File: src/hw/ulms_pkg.sv
// constants for the line and modem status block
// How it works
// - non-fifo: empty set on shift load, cleared on write
// - fifo mode: empty flag follows tx fifo empty
// - fully-empty set when idle, clear if loaded
// - fifo mode: fifo and shifter both empty
// - error summary while any stored byte tagged
// - cts/dsr/cd change flags since last read
// - ring change flag only when ring ends
// - modem interrupt when change flag and enabled
// - cts bit: inverted pin, or rts in loopback
// - dsr bit: inverted pin, or dtr in loopback
// - ring bit: inverted pin, or control bit 2
// - cd bit: inverted pin, or control bit 3
// - 8-bit scratch register, no side effects
// - divisor is high byte over low byte
// - divisor access bit maps divisor bytes
// - control bit 4 selects internal loopback
// - per-character error tag: any of the three tags sets its one bit
package ulms_pkg;
  localparam logic [2:0] ADDR_DATA   = 3'h0;
  localparam logic [2:0] ADDR_IER    = 3'h1;
  localparam logic [2:0] ADDR_LCTL   = 3'h3;
  localparam logic [2:0] ADDR_MCTL   = 3'h4;
  localparam logic [2:0] ADDR_LSTAT  = 3'h5;
  localparam logic [2:0] ADDR_MSTAT  = 3'h6;
  localparam logic [2:0] ADDR_SCR    = 3'h7;
  localparam int LCTL_DIV_BIT  = 7;
  localparam int MCTL_DTR_BIT  = 0;
  localparam int MCTL_RTS_BIT  = 1;
  localparam int MCTL_OUT1_BIT = 2;
  localparam int MCTL_OUT2_BIT = 3;
  localparam int MCTL_LOOP_BIT = 4;
  localparam int IER_MS_BIT    = 3;
  localparam int PIN_RING      = 2;
  localparam logic [7:0] REG_RESET = 8'h00;
  localparam logic [3:0] PIN_IDLE  = 4'hF;
endpackage

File: src/hw/ulms_core.sv
// line status, modem status, scratch and divisor registers of one channel
`timescale 1ns/1ps
module ulms_core
  import ulms_pkg::*;
#(
  parameter int RXF_DEPTH = 128,
  parameter int PTR_W     = $clog2(RXF_DEPTH)
)
(
  // clock and reset
  input  wire logic             clk,
  input  wire logic             rst_n,
  // host register port
  input  wire logic [2:0]       reg_addr,
  input  wire logic             reg_wr,
  input  wire logic             reg_rd,
  input  wire logic [7:0]       reg_wdata,
  output logic      [7:0]       reg_rdata,
  // serial engine status
  input  wire logic             fifo_mode,
  input  wire logic             shift_load,
  input  wire logic             shifter_busy,
  input  wire logic             txf_empty,
  input  wire logic             rxf_push,
  input  wire logic [2:0]       rxf_push_tags,
  input  wire logic             rxf_pop,
  input  wire logic             rxf_clear,
  // modem pins, active low
  input  wire logic             cts_n,
  input  wire logic             dsr_n,
  input  wire logic             ring_n,
  input  wire logic             cd_n,
  // outputs
  output logic                  holding_wr,
  output logic                  modem_irq,
  output logic      [15:0]      divisor,
  output logic                  loopback
);
  typedef struct packed {
    logic [3:0]       delta;
    logic             thr_empty;
    logic [7:0]       lctl;
    logic [7:0]       mctl;
    logic [7:0]       interrupt_enable;
    logic [7:0]       scr;
    logic [7:0]       dll;
    logic [7:0]       divisor_high_byte;
    logic [PTR_W-1:0] wp;
    logic [PTR_W-1:0] rp;
    logic [PTR_W:0]   err_cnt;
    logic [7:0]       rdata;
    logic             hwr;
    logic             irq;
  } ulms_state_t;

  ulms_state_t          st_r, st_nxt;
  logic [RXF_DEPTH-1:0] err_mem_r;
  logic [3:0]           pins_n;
  logic [3:0]           pin_lvl;
  logic [3:0]           pin_chg;
  logic [3:0]           msr_lvl;
  logic                 dl_sel;
  logic                 loop_on;
  logic                 ms_read;
  logic                 err_in;
  logic                 err_out;
  logic                 thr_flag;
  logic                 tx_empty_all;
  logic [7:0]           lstat_val;
  logic [7:0]           mstat_val;

  assign pins_n  = {cd_n, ring_n, dsr_n, cts_n};
  assign dl_sel  = st_r.lctl[LCTL_DIV_BIT];
  assign loop_on = st_r.mctl[MCTL_LOOP_BIT];
  assign ms_read = reg_rd && (reg_addr == ADDR_MSTAT);
  assign err_in  = rxf_push & (|rxf_push_tags);
  assign err_out = rxf_pop & err_mem_r[st_r.rp];

  // one watcher per pin; only the ring input counts rising edges alone
  for (genvar i = 0; i < 4; i++)
  begin : g_pin
    ulms_pin_watch #(
      .IDLE_LVL  (PIN_IDLE[i]),
      .RISE_ONLY (i == PIN_RING)
    )
    u_ulms_pin_watch
    (
      .clk     (clk),
      .rst_n   (rst_n),
      .pin_n   (pins_n[i]),
      .lvl     (pin_lvl[i]),
      .changed (pin_chg[i])
    );
  end

  // order: cts, dsr, ring, cd; loopback ignores the pins entirely
  always_comb
  begin
    if (loop_on)
    begin
      msr_lvl[0] = st_r.mctl[MCTL_RTS_BIT];
      msr_lvl[1] = st_r.mctl[MCTL_DTR_BIT];
      msr_lvl[2] = st_r.mctl[MCTL_OUT1_BIT];
      msr_lvl[3] = st_r.mctl[MCTL_OUT2_BIT];
    end
    else
    begin
      msr_lvl[0] = ~pin_lvl[0];
      msr_lvl[1] = ~pin_lvl[1];
      msr_lvl[2] = ~pin_lvl[2];
      msr_lvl[3] = ~pin_lvl[3];
    end
  end

  // a busy shifter keeps the fully-empty flag low in either mode
  assign thr_flag     = fifo_mode ? txf_empty : st_r.thr_empty;
  assign tx_empty_all = thr_flag & ~shifter_busy;
  assign lstat_val    = {(st_r.err_cnt != '0), tx_empty_all, thr_flag, 5'h00};
  assign mstat_val    = {msr_lvl, st_r.delta};

  always_comb
  begin
    st_nxt     = st_r;
    st_nxt.hwr = 1'b0;
    // read clears first so a change in the same cycle still lands
    if (ms_read)
    begin
      st_nxt.delta = 4'h0;
    end
    // pin changes are ignored while looped back; the pins stay isolated
    if (!loop_on)
    begin
      st_nxt.delta = st_nxt.delta | pin_chg;
    end
    // load to shifter sets, host write clears in same cycle
    if (shift_load)
    begin
      st_nxt.thr_empty = 1'b1;
    end
    // receive error tag store, one bit per entry
    if (rxf_clear)
    begin
      st_nxt.wp      = '0;
      st_nxt.rp      = '0;
      st_nxt.err_cnt = '0;
    end
    else
    begin
      if (rxf_push)
      begin
        st_nxt.wp = st_r.wp + 1'b1;
      end
      if (rxf_pop)
      begin
        st_nxt.rp = st_r.rp + 1'b1;
      end
      if (err_in && !err_out)
      begin
        st_nxt.err_cnt = st_r.err_cnt + 1'b1;
      end
      else if (err_out && !err_in)
      begin
        st_nxt.err_cnt = st_r.err_cnt - 1'b1;
      end
    end
    // register writes
    if (reg_wr)
    begin
      case (reg_addr)
        ADDR_DATA:
        begin
          if (dl_sel)
          begin
            st_nxt.dll = reg_wdata;
          end
          else
          begin
            st_nxt.hwr       = 1'b1;
            st_nxt.thr_empty = 1'b0;
          end
        end
        ADDR_IER:
        begin
          if (dl_sel)
          begin
            st_nxt.divisor_high_byte = reg_wdata;
          end
          else
          begin
            st_nxt.interrupt_enable = reg_wdata;
          end
        end
        ADDR_LCTL:
        begin
          st_nxt.lctl = reg_wdata;
        end
        ADDR_MCTL:
        begin
          // unused control bits read back as zero
          st_nxt.mctl = {3'h0, reg_wdata[4:0]};
        end
        ADDR_SCR:
        begin
          st_nxt.scr = reg_wdata;
        end
        default:
        begin
          // status registers are read-only; writes are dropped
          st_nxt.scr = st_r.scr;
        end
      endcase
    end
    // the read mux runs every cycle; only the modem status read has a side effect
    case (reg_addr)
      ADDR_DATA:
      begin
        // receive path lives elsewhere, so the data port reads zero unless the divisor access bit selects the low divisor byte
        st_nxt.rdata = dl_sel ? st_r.dll : REG_RESET;
      end
      ADDR_IER:
      begin
        st_nxt.rdata = dl_sel ? st_r.divisor_high_byte : st_r.interrupt_enable;
      end
      ADDR_LCTL:
      begin
        st_nxt.rdata = st_r.lctl;
      end
      ADDR_MCTL:
      begin
        st_nxt.rdata = st_r.mctl;
      end
      ADDR_LSTAT:
      begin
        st_nxt.rdata = lstat_val;
      end
      ADDR_MSTAT:
      begin
        st_nxt.rdata = mstat_val;
      end
      ADDR_SCR:
      begin
        st_nxt.rdata = st_r.scr;
      end
      default:
      begin
        st_nxt.rdata = REG_RESET;
      end
    endcase
    // any change flag raises the line while the enable bit is set
    if ((|st_nxt.delta) && st_nxt.interrupt_enable[IER_MS_BIT])
    begin
      st_nxt.irq = 1'b1;
    end
    else
    begin
      st_nxt.irq = 1'b0;
    end
    if (!rst_n)
    begin
      st_nxt           = '0;
      st_nxt.thr_empty = 1'b1;
    end
  end

  always_ff @(posedge clk)
  begin
    st_r <= st_nxt;
    // tag memory needs no reset: the counter says what is valid
    if (rxf_push && !rxf_clear)
    begin
      err_mem_r[st_r.wp] <= err_in;
    end
  end

  assign reg_rdata  = st_r.rdata;
  assign holding_wr = st_r.hwr;
  assign modem_irq  = st_r.irq;
  assign divisor    = {st_r.divisor_high_byte, st_r.dll};
  assign loopback   = st_r.mctl[MCTL_LOOP_BIT];
endmodule

// one modem pin: three-stage synchroniser and change detector
module ulms_pin_watch
  import ulms_pkg::*;
#(
  parameter logic IDLE_LVL  = 1'b1,
  parameter bit   RISE_ONLY = 1'b0
)
(
  // clock and reset
  input  wire logic clk,
  input  wire logic rst_n,
  // raw pin, active low
  input  wire logic pin_n,
  // filtered level and change strobe
  output logic      lvl,
  output logic      changed
);
  typedef struct packed {
    logic s1;
    logic s2;
    logic s3;
    logic lvl;
  } ulms_pin_t;

  ulms_pin_t st_r, st_nxt;

  always_comb
  begin
    st_nxt    = st_r;
    // only the second stage reads the first; the third just confirms
    st_nxt.s1 = pin_n;
    st_nxt.s2 = st_r.s1;
    st_nxt.s3 = st_r.s2;
    // a level counts once two stages agree, so a one-cycle glitch is lost
    if (st_r.s2 == st_r.s3)
    begin
      st_nxt.lvl = st_r.s3;
    end
    if (!rst_n)
    begin
      // idle level at reset keeps a false edge out after release
      st_nxt = {4{IDLE_LVL}};
    end
  end

  always_comb
  begin
    if (RISE_ONLY)
    begin
      // low to high on the pin only, which is the end of a ring
      changed = st_nxt.lvl & ~st_r.lvl;
    end
    else
    begin
      changed = st_nxt.lvl ^ st_r.lvl;
    end
  end

  always_ff @(posedge clk)
  begin
    st_r <= st_nxt;
  end

  assign lvl = st_r.lvl;
endmodule

File: config.mk
export PLATFORM = sky130hd
export DESIGN_NAME = ulms_core
export DESIGN_NICKNAME = d
export VERILOG_FILES = /design/src/hw/ulms_pkg.sv /design/src/hw/ulms_core.sv
export SDC_FILE = /design/constraint.sdc
export NUM_CORES = 1
export LEC_CHECK = 0
export ABC_AREA = 1
export BUFFER_PORTS_ARGS = -buffer_cell sky130_fd_sc_hd__buf_4
export CAP_MARGIN = 20
export CELL_PAD_IN_SITES_DETAIL_PLACEMENT = 1
export CELL_PAD_IN_SITES_GLOBAL_PLACEMENT = 1
export CORE_MARGIN = 2
export CORE_UTILIZATION = 42
export CTS_BUF_LIST = sky130_fd_sc_hd__clkbuf_16
export CTS_CLUSTER_SIZE = 25
export DETAILED_ROUTE_END_ITERATION = 10
export PLACE_DENSITY = 0.87
export SLEW_MARGIN = 20
export SYNTH_ARGS = -nofsm -noshare
export SYNTH_HDL_FRONTEND = slang
export SYNTH_HIERARCHICAL = 1
export SYNTH_SLANG_ARGS = --single-unit
File: constraint.sdc
create_clock -name clk -period 6.4 [get_ports clk]
set_input_delay 1.28 -clock clk [delete_from_list [all_inputs] [get_ports clk]]
set_output_delay 1.28 -clock clk [all_outputs]
set_load 0.01 [all_outputs]
==> impl_metrics.env <==
export IMPL_cts_buffers=26
export IMPL_p_leak_nw=4.628
export IMPL_synth_warnings=6
export IMPL_syn_area_per_cell_um2=8.409
export IMPL_syn_inst=1241
export IMPL_yosysSeqAreaShare_pct=55.64
export IMPL_max_freq_mhz=242.2
export IMPL_crit_required_ns=6.83
export IMPL_globalRoute_totalOverflow=0
export IMPL_drv_cap=0
export IMPL_path_cells="clkinv_2, o21ai_0, nand3_1, nand3_1, nand2_1, nand2_1, nand3_1, nand3_1, ha_1, inv_1, ha_1, nand2_1, o21ai_0, nand2_1, nand2_1, nand2_1, nand2_1, xor2_1, o21ai_0, inv_1"
export IMPL_dp_slack_ns=2.385
export IMPL_cts_repair_resized=0
export IMPL_hold_buffers=0
export IMPL_via_per_inst=5.543
export IMPL_setup_viol=0
export IMPL_final_layout_size_suffix_gt1_share_pct=9.475
export IMPL_clkTransAtPathRegs_ns=0.06
export IMPL_dominantRegCellSynth="edfxtp_1"
export IMPL_finalInstanceArea_um2=11790
export IMPL_insertion_delay_ns=0.54
export IMPL_root_buffer="clkbuf_16"
export IMPL_grt_pass1_wl_um=47840
export IMPL_antenna_found_initial=0
export IMPL_cts_num_sinks=226
export IMPL_drtIter0Drc=658
export IMPL_routabilityCongestion=0.8378
export IMPL_cts_tree="done"
export IMPL_critPathSlowestCell="clkinv_2"
export IMPL_dieArea_um2=26120
export IMPL_setup_slack_ns=2.271
export IMPL_clock_path_buffers=3
export IMPL_drt_first_pass_iters=5
export IMPL_nets=1297
export IMPL_crit_path_frequent_cell="nand2_1"
export IMPL_final_core_util_pct=48.34
export IMPL_ys_ff_latch=226
export IMPL_via_count=8875
export IMPL_worstMarginPinSlew_ns=0.9965
export IMPL_num_rows=57
export IMPL_post_route_period_util_pct=64.52
export IMPL_post_cts_setup_buffer_count=0
export IMPL_fin_skew_ns=0.01372
export IMPL_grt_usage_pct=22.99
export IMPL_startpoint_type="flip-flop"
export IMPL_r2r_end="st_r[16]"
export IMPL_synth_area_um2=10440
export IMPL_drv_slew=0
export IMPL_placed_area_um2=10890
export IMPL_first_global_vias=9201
export IMPL_wl_per_cell_um=18.97
export IMPL_remaining_drc_errors=0
export IMPL_synth_top_area_share_pct=36.83
export IMPL_rsz0062_at_grt="no"
export IMPL_hp_class="reg2reg"
export IMPL_yosys_top_cells_area="edfxtp_1, dfxtp_1, nand2_1"
export IMPL_wl_um=30360
export IMPL_relSlewSlack_pct=33.38
export IMPL_pin_count=56
export IMPL_cp_data_arrival_time_ns=4.56
export IMPL_diodes=0
export IMPL_status="finished, final reports clean"
export IMPL_vdd_ir_drop_max_mv=0.1968
export IMPL_synth_async_reset_ratio_pct=0
export IMPL_synth_top_cell_by_area="edfxtp_1"
export IMPL_r2r_slack_ns=2.27
export IMPL_crit_type="reg2reg"
export IMPL_worstHoldEndpoint="g_pin[1].u_ulms_pin_watch/st_r[2]"
export IMPL_crit_path_max_incr_delay_ns=0.70
export IMPL_hp_start="g_pin[1].u_ulms_pin_watch/st_r[3]"
export IMPL_grt_max_degree=73
export IMPL_hpwl_um=18610
export IMPL_tns_ns=0
export IMPL_io_buffers=55
export IMPL_die_width_um=161.6
export IMPL_start_util_pct=42.78
export IMPL_finalCriticalPeriod_ns=4.129
export IMPL_fp_dieH_um=161.6
export IMPL_num_fill_cells=2921
export IMPL_synth_cell_types=45
export IMPL_p_per_area_nw_per_um2=282.1
export IMPL_htreeDepth=1
export IMPL_synth_edf_count=128
export IMPL_total_power_w=0.003326
export IMPL_hold_viol_final=0
export IMPL_coreArea_um2=24390
export IMPL_synth_nets=1281
export IMPL_whs_path_depth=2
export IMPL_final_antenna_net_count=0
export IMPL_area_growth_pct=12.99
export IMPL_end_kind="flip-flop"
export IMPL_r2r_cells=20
export IMPL_path_max_fanout=64
export IMPL_r2r_start="st_r[18]"
==> cells by family after synthesis <==
family	Yosys count	synth area share (%)
DFF	226	55.64
and+or+nand+nor	613	23.79
xor gates and xnor gates	7	0.5875
AOI/OAI and AO/OA	185	9.988
adders and majority gates	11	1.391
buffers and inverters	198	8.501
muxes	1	0.1079
==> metal layers <==
layer / share of wire (%) / vias up / track usage (%)
li1: - / 4080 / -
met2: 50 / 330 / 40.83
met1: 40 / 4377 / 28.45
met3: 6.1 / 88 / 3.261
met4: 3.4 / 0 / 8.608
met5: 0 / - / 0
==> area by class of cell <==
cell class	instances	area [µm²]	share of cell area [%]
clock buffers	28	700.7	5.943
clock inverters	20	195.2	1.656
inverters	125	470.5	3.990
multi-input cells	817	3750	31.81
flip-flops and latches	226	5807	49.25
well taps	324	405.4	3.438
repair buffers	61	461.7	3.916
==> worst max-delay path: cells and delay by family (launching register included) <==
kind | cells | cell delay (ns)
compound gates | 3 | 1.01
simple gates | 11 | 1.01
buf+inv | 3 | 0.93
fa+ha+maj | 2 | 0.64
flops | 1 | 0.34
xor+xnor | 1 | 0.07
==> metrics by stage <==
stage / instances / hold WS (ns)
after floorplan: 1241 / 0.3795
after global placement: 1552 / 0.3822
after detailed placement: 1553 / 0.3925
after CTS: 1601 / 0.4055
after global routing: 1601 / 0.4348
final: 1601 / 0.3995
==> cells in the final DEF, fill, tap and decap left out, types with 3 or more instances in the layout <==
cell type	netlist	routed
o21ai_0	80	80
inv_1	119	122
clkinv_2	0	3
a21oi_1	63	63
a21o_2	3	3
a221oi_1	3	3
inv_2	4	4
edfxtp_1	128	128
nand3_1	77	77
a21oi_2	3	3
ha_1	10	10
xor2_1	5	5
o211ai_1	8	8
nor3_1	17	17
nor2_1	245	244
a211oi_1	4	4
clkinv_1	2	9
nand4_1	7	7
a41oi_1	3	3
bufinv_16	0	4
clkbuf_16	0	28
a22oi_1	4	4
nand2_2	4	4
dfxtp_1	98	97
buf_4	27	60
nand2_1	256	256
==> how the worst max path moves through the flow <==
stage	slack [ns]	end	start	cells past startpoint
after floorplan	0.09	st_r[16]	rxf_push	14
after global placement	2.49	st_r[16]	rxf_push_tags[1]	16
after detailed placement	2.39	st_r[16]	rxf_push	16
after CTS	2.34	st_r[16]	st_r[19]	21
after global routing	1.86	st_r[16]	st_r[18]	20
final	2.27	st_r[16]	st_r[18]	20
==> registers in the layout (all words and copies together) (netlist names) <==
signal and cells:
st_r 50, err_mem_r 128, loopback 1, divisor 16, g_pin.u_ulms_pin_watch/st_r 12, g_pin.u_ulms_pin_watch/lvl 4
holding_wr 1, reg_rdata 8, mstat_val 4, dl_sel 1, modem_irq 1
==> synth_stat cells, types with 5 or more instances <==
library cell  instances
a21oi_1              63
buf_2                22
buf_4                27
clkbuf_1             22
dfxtp_1              98
edfxtp_1            128
ha_1                 10
inv_1               119
nand2_1             256
nand3_1              77
nand4_1               7
nor2_1              245
nor3_1               17
o211ai_1              8
o21ai_0              80
xor2_1                5
==> power breakdown <==
| group | internal (W) | leakage, nW | switching [W] |
|---|---|---|---|
| registers | 0.00155 | 1.92 | 0.0000108 |
| clock network | 0.000948 | 0.454 | 0.000618 |
| logic | 0.0000604 | 2.25 | 0.000136 |
Note: power is estimated with default switching activity, not from simulation.
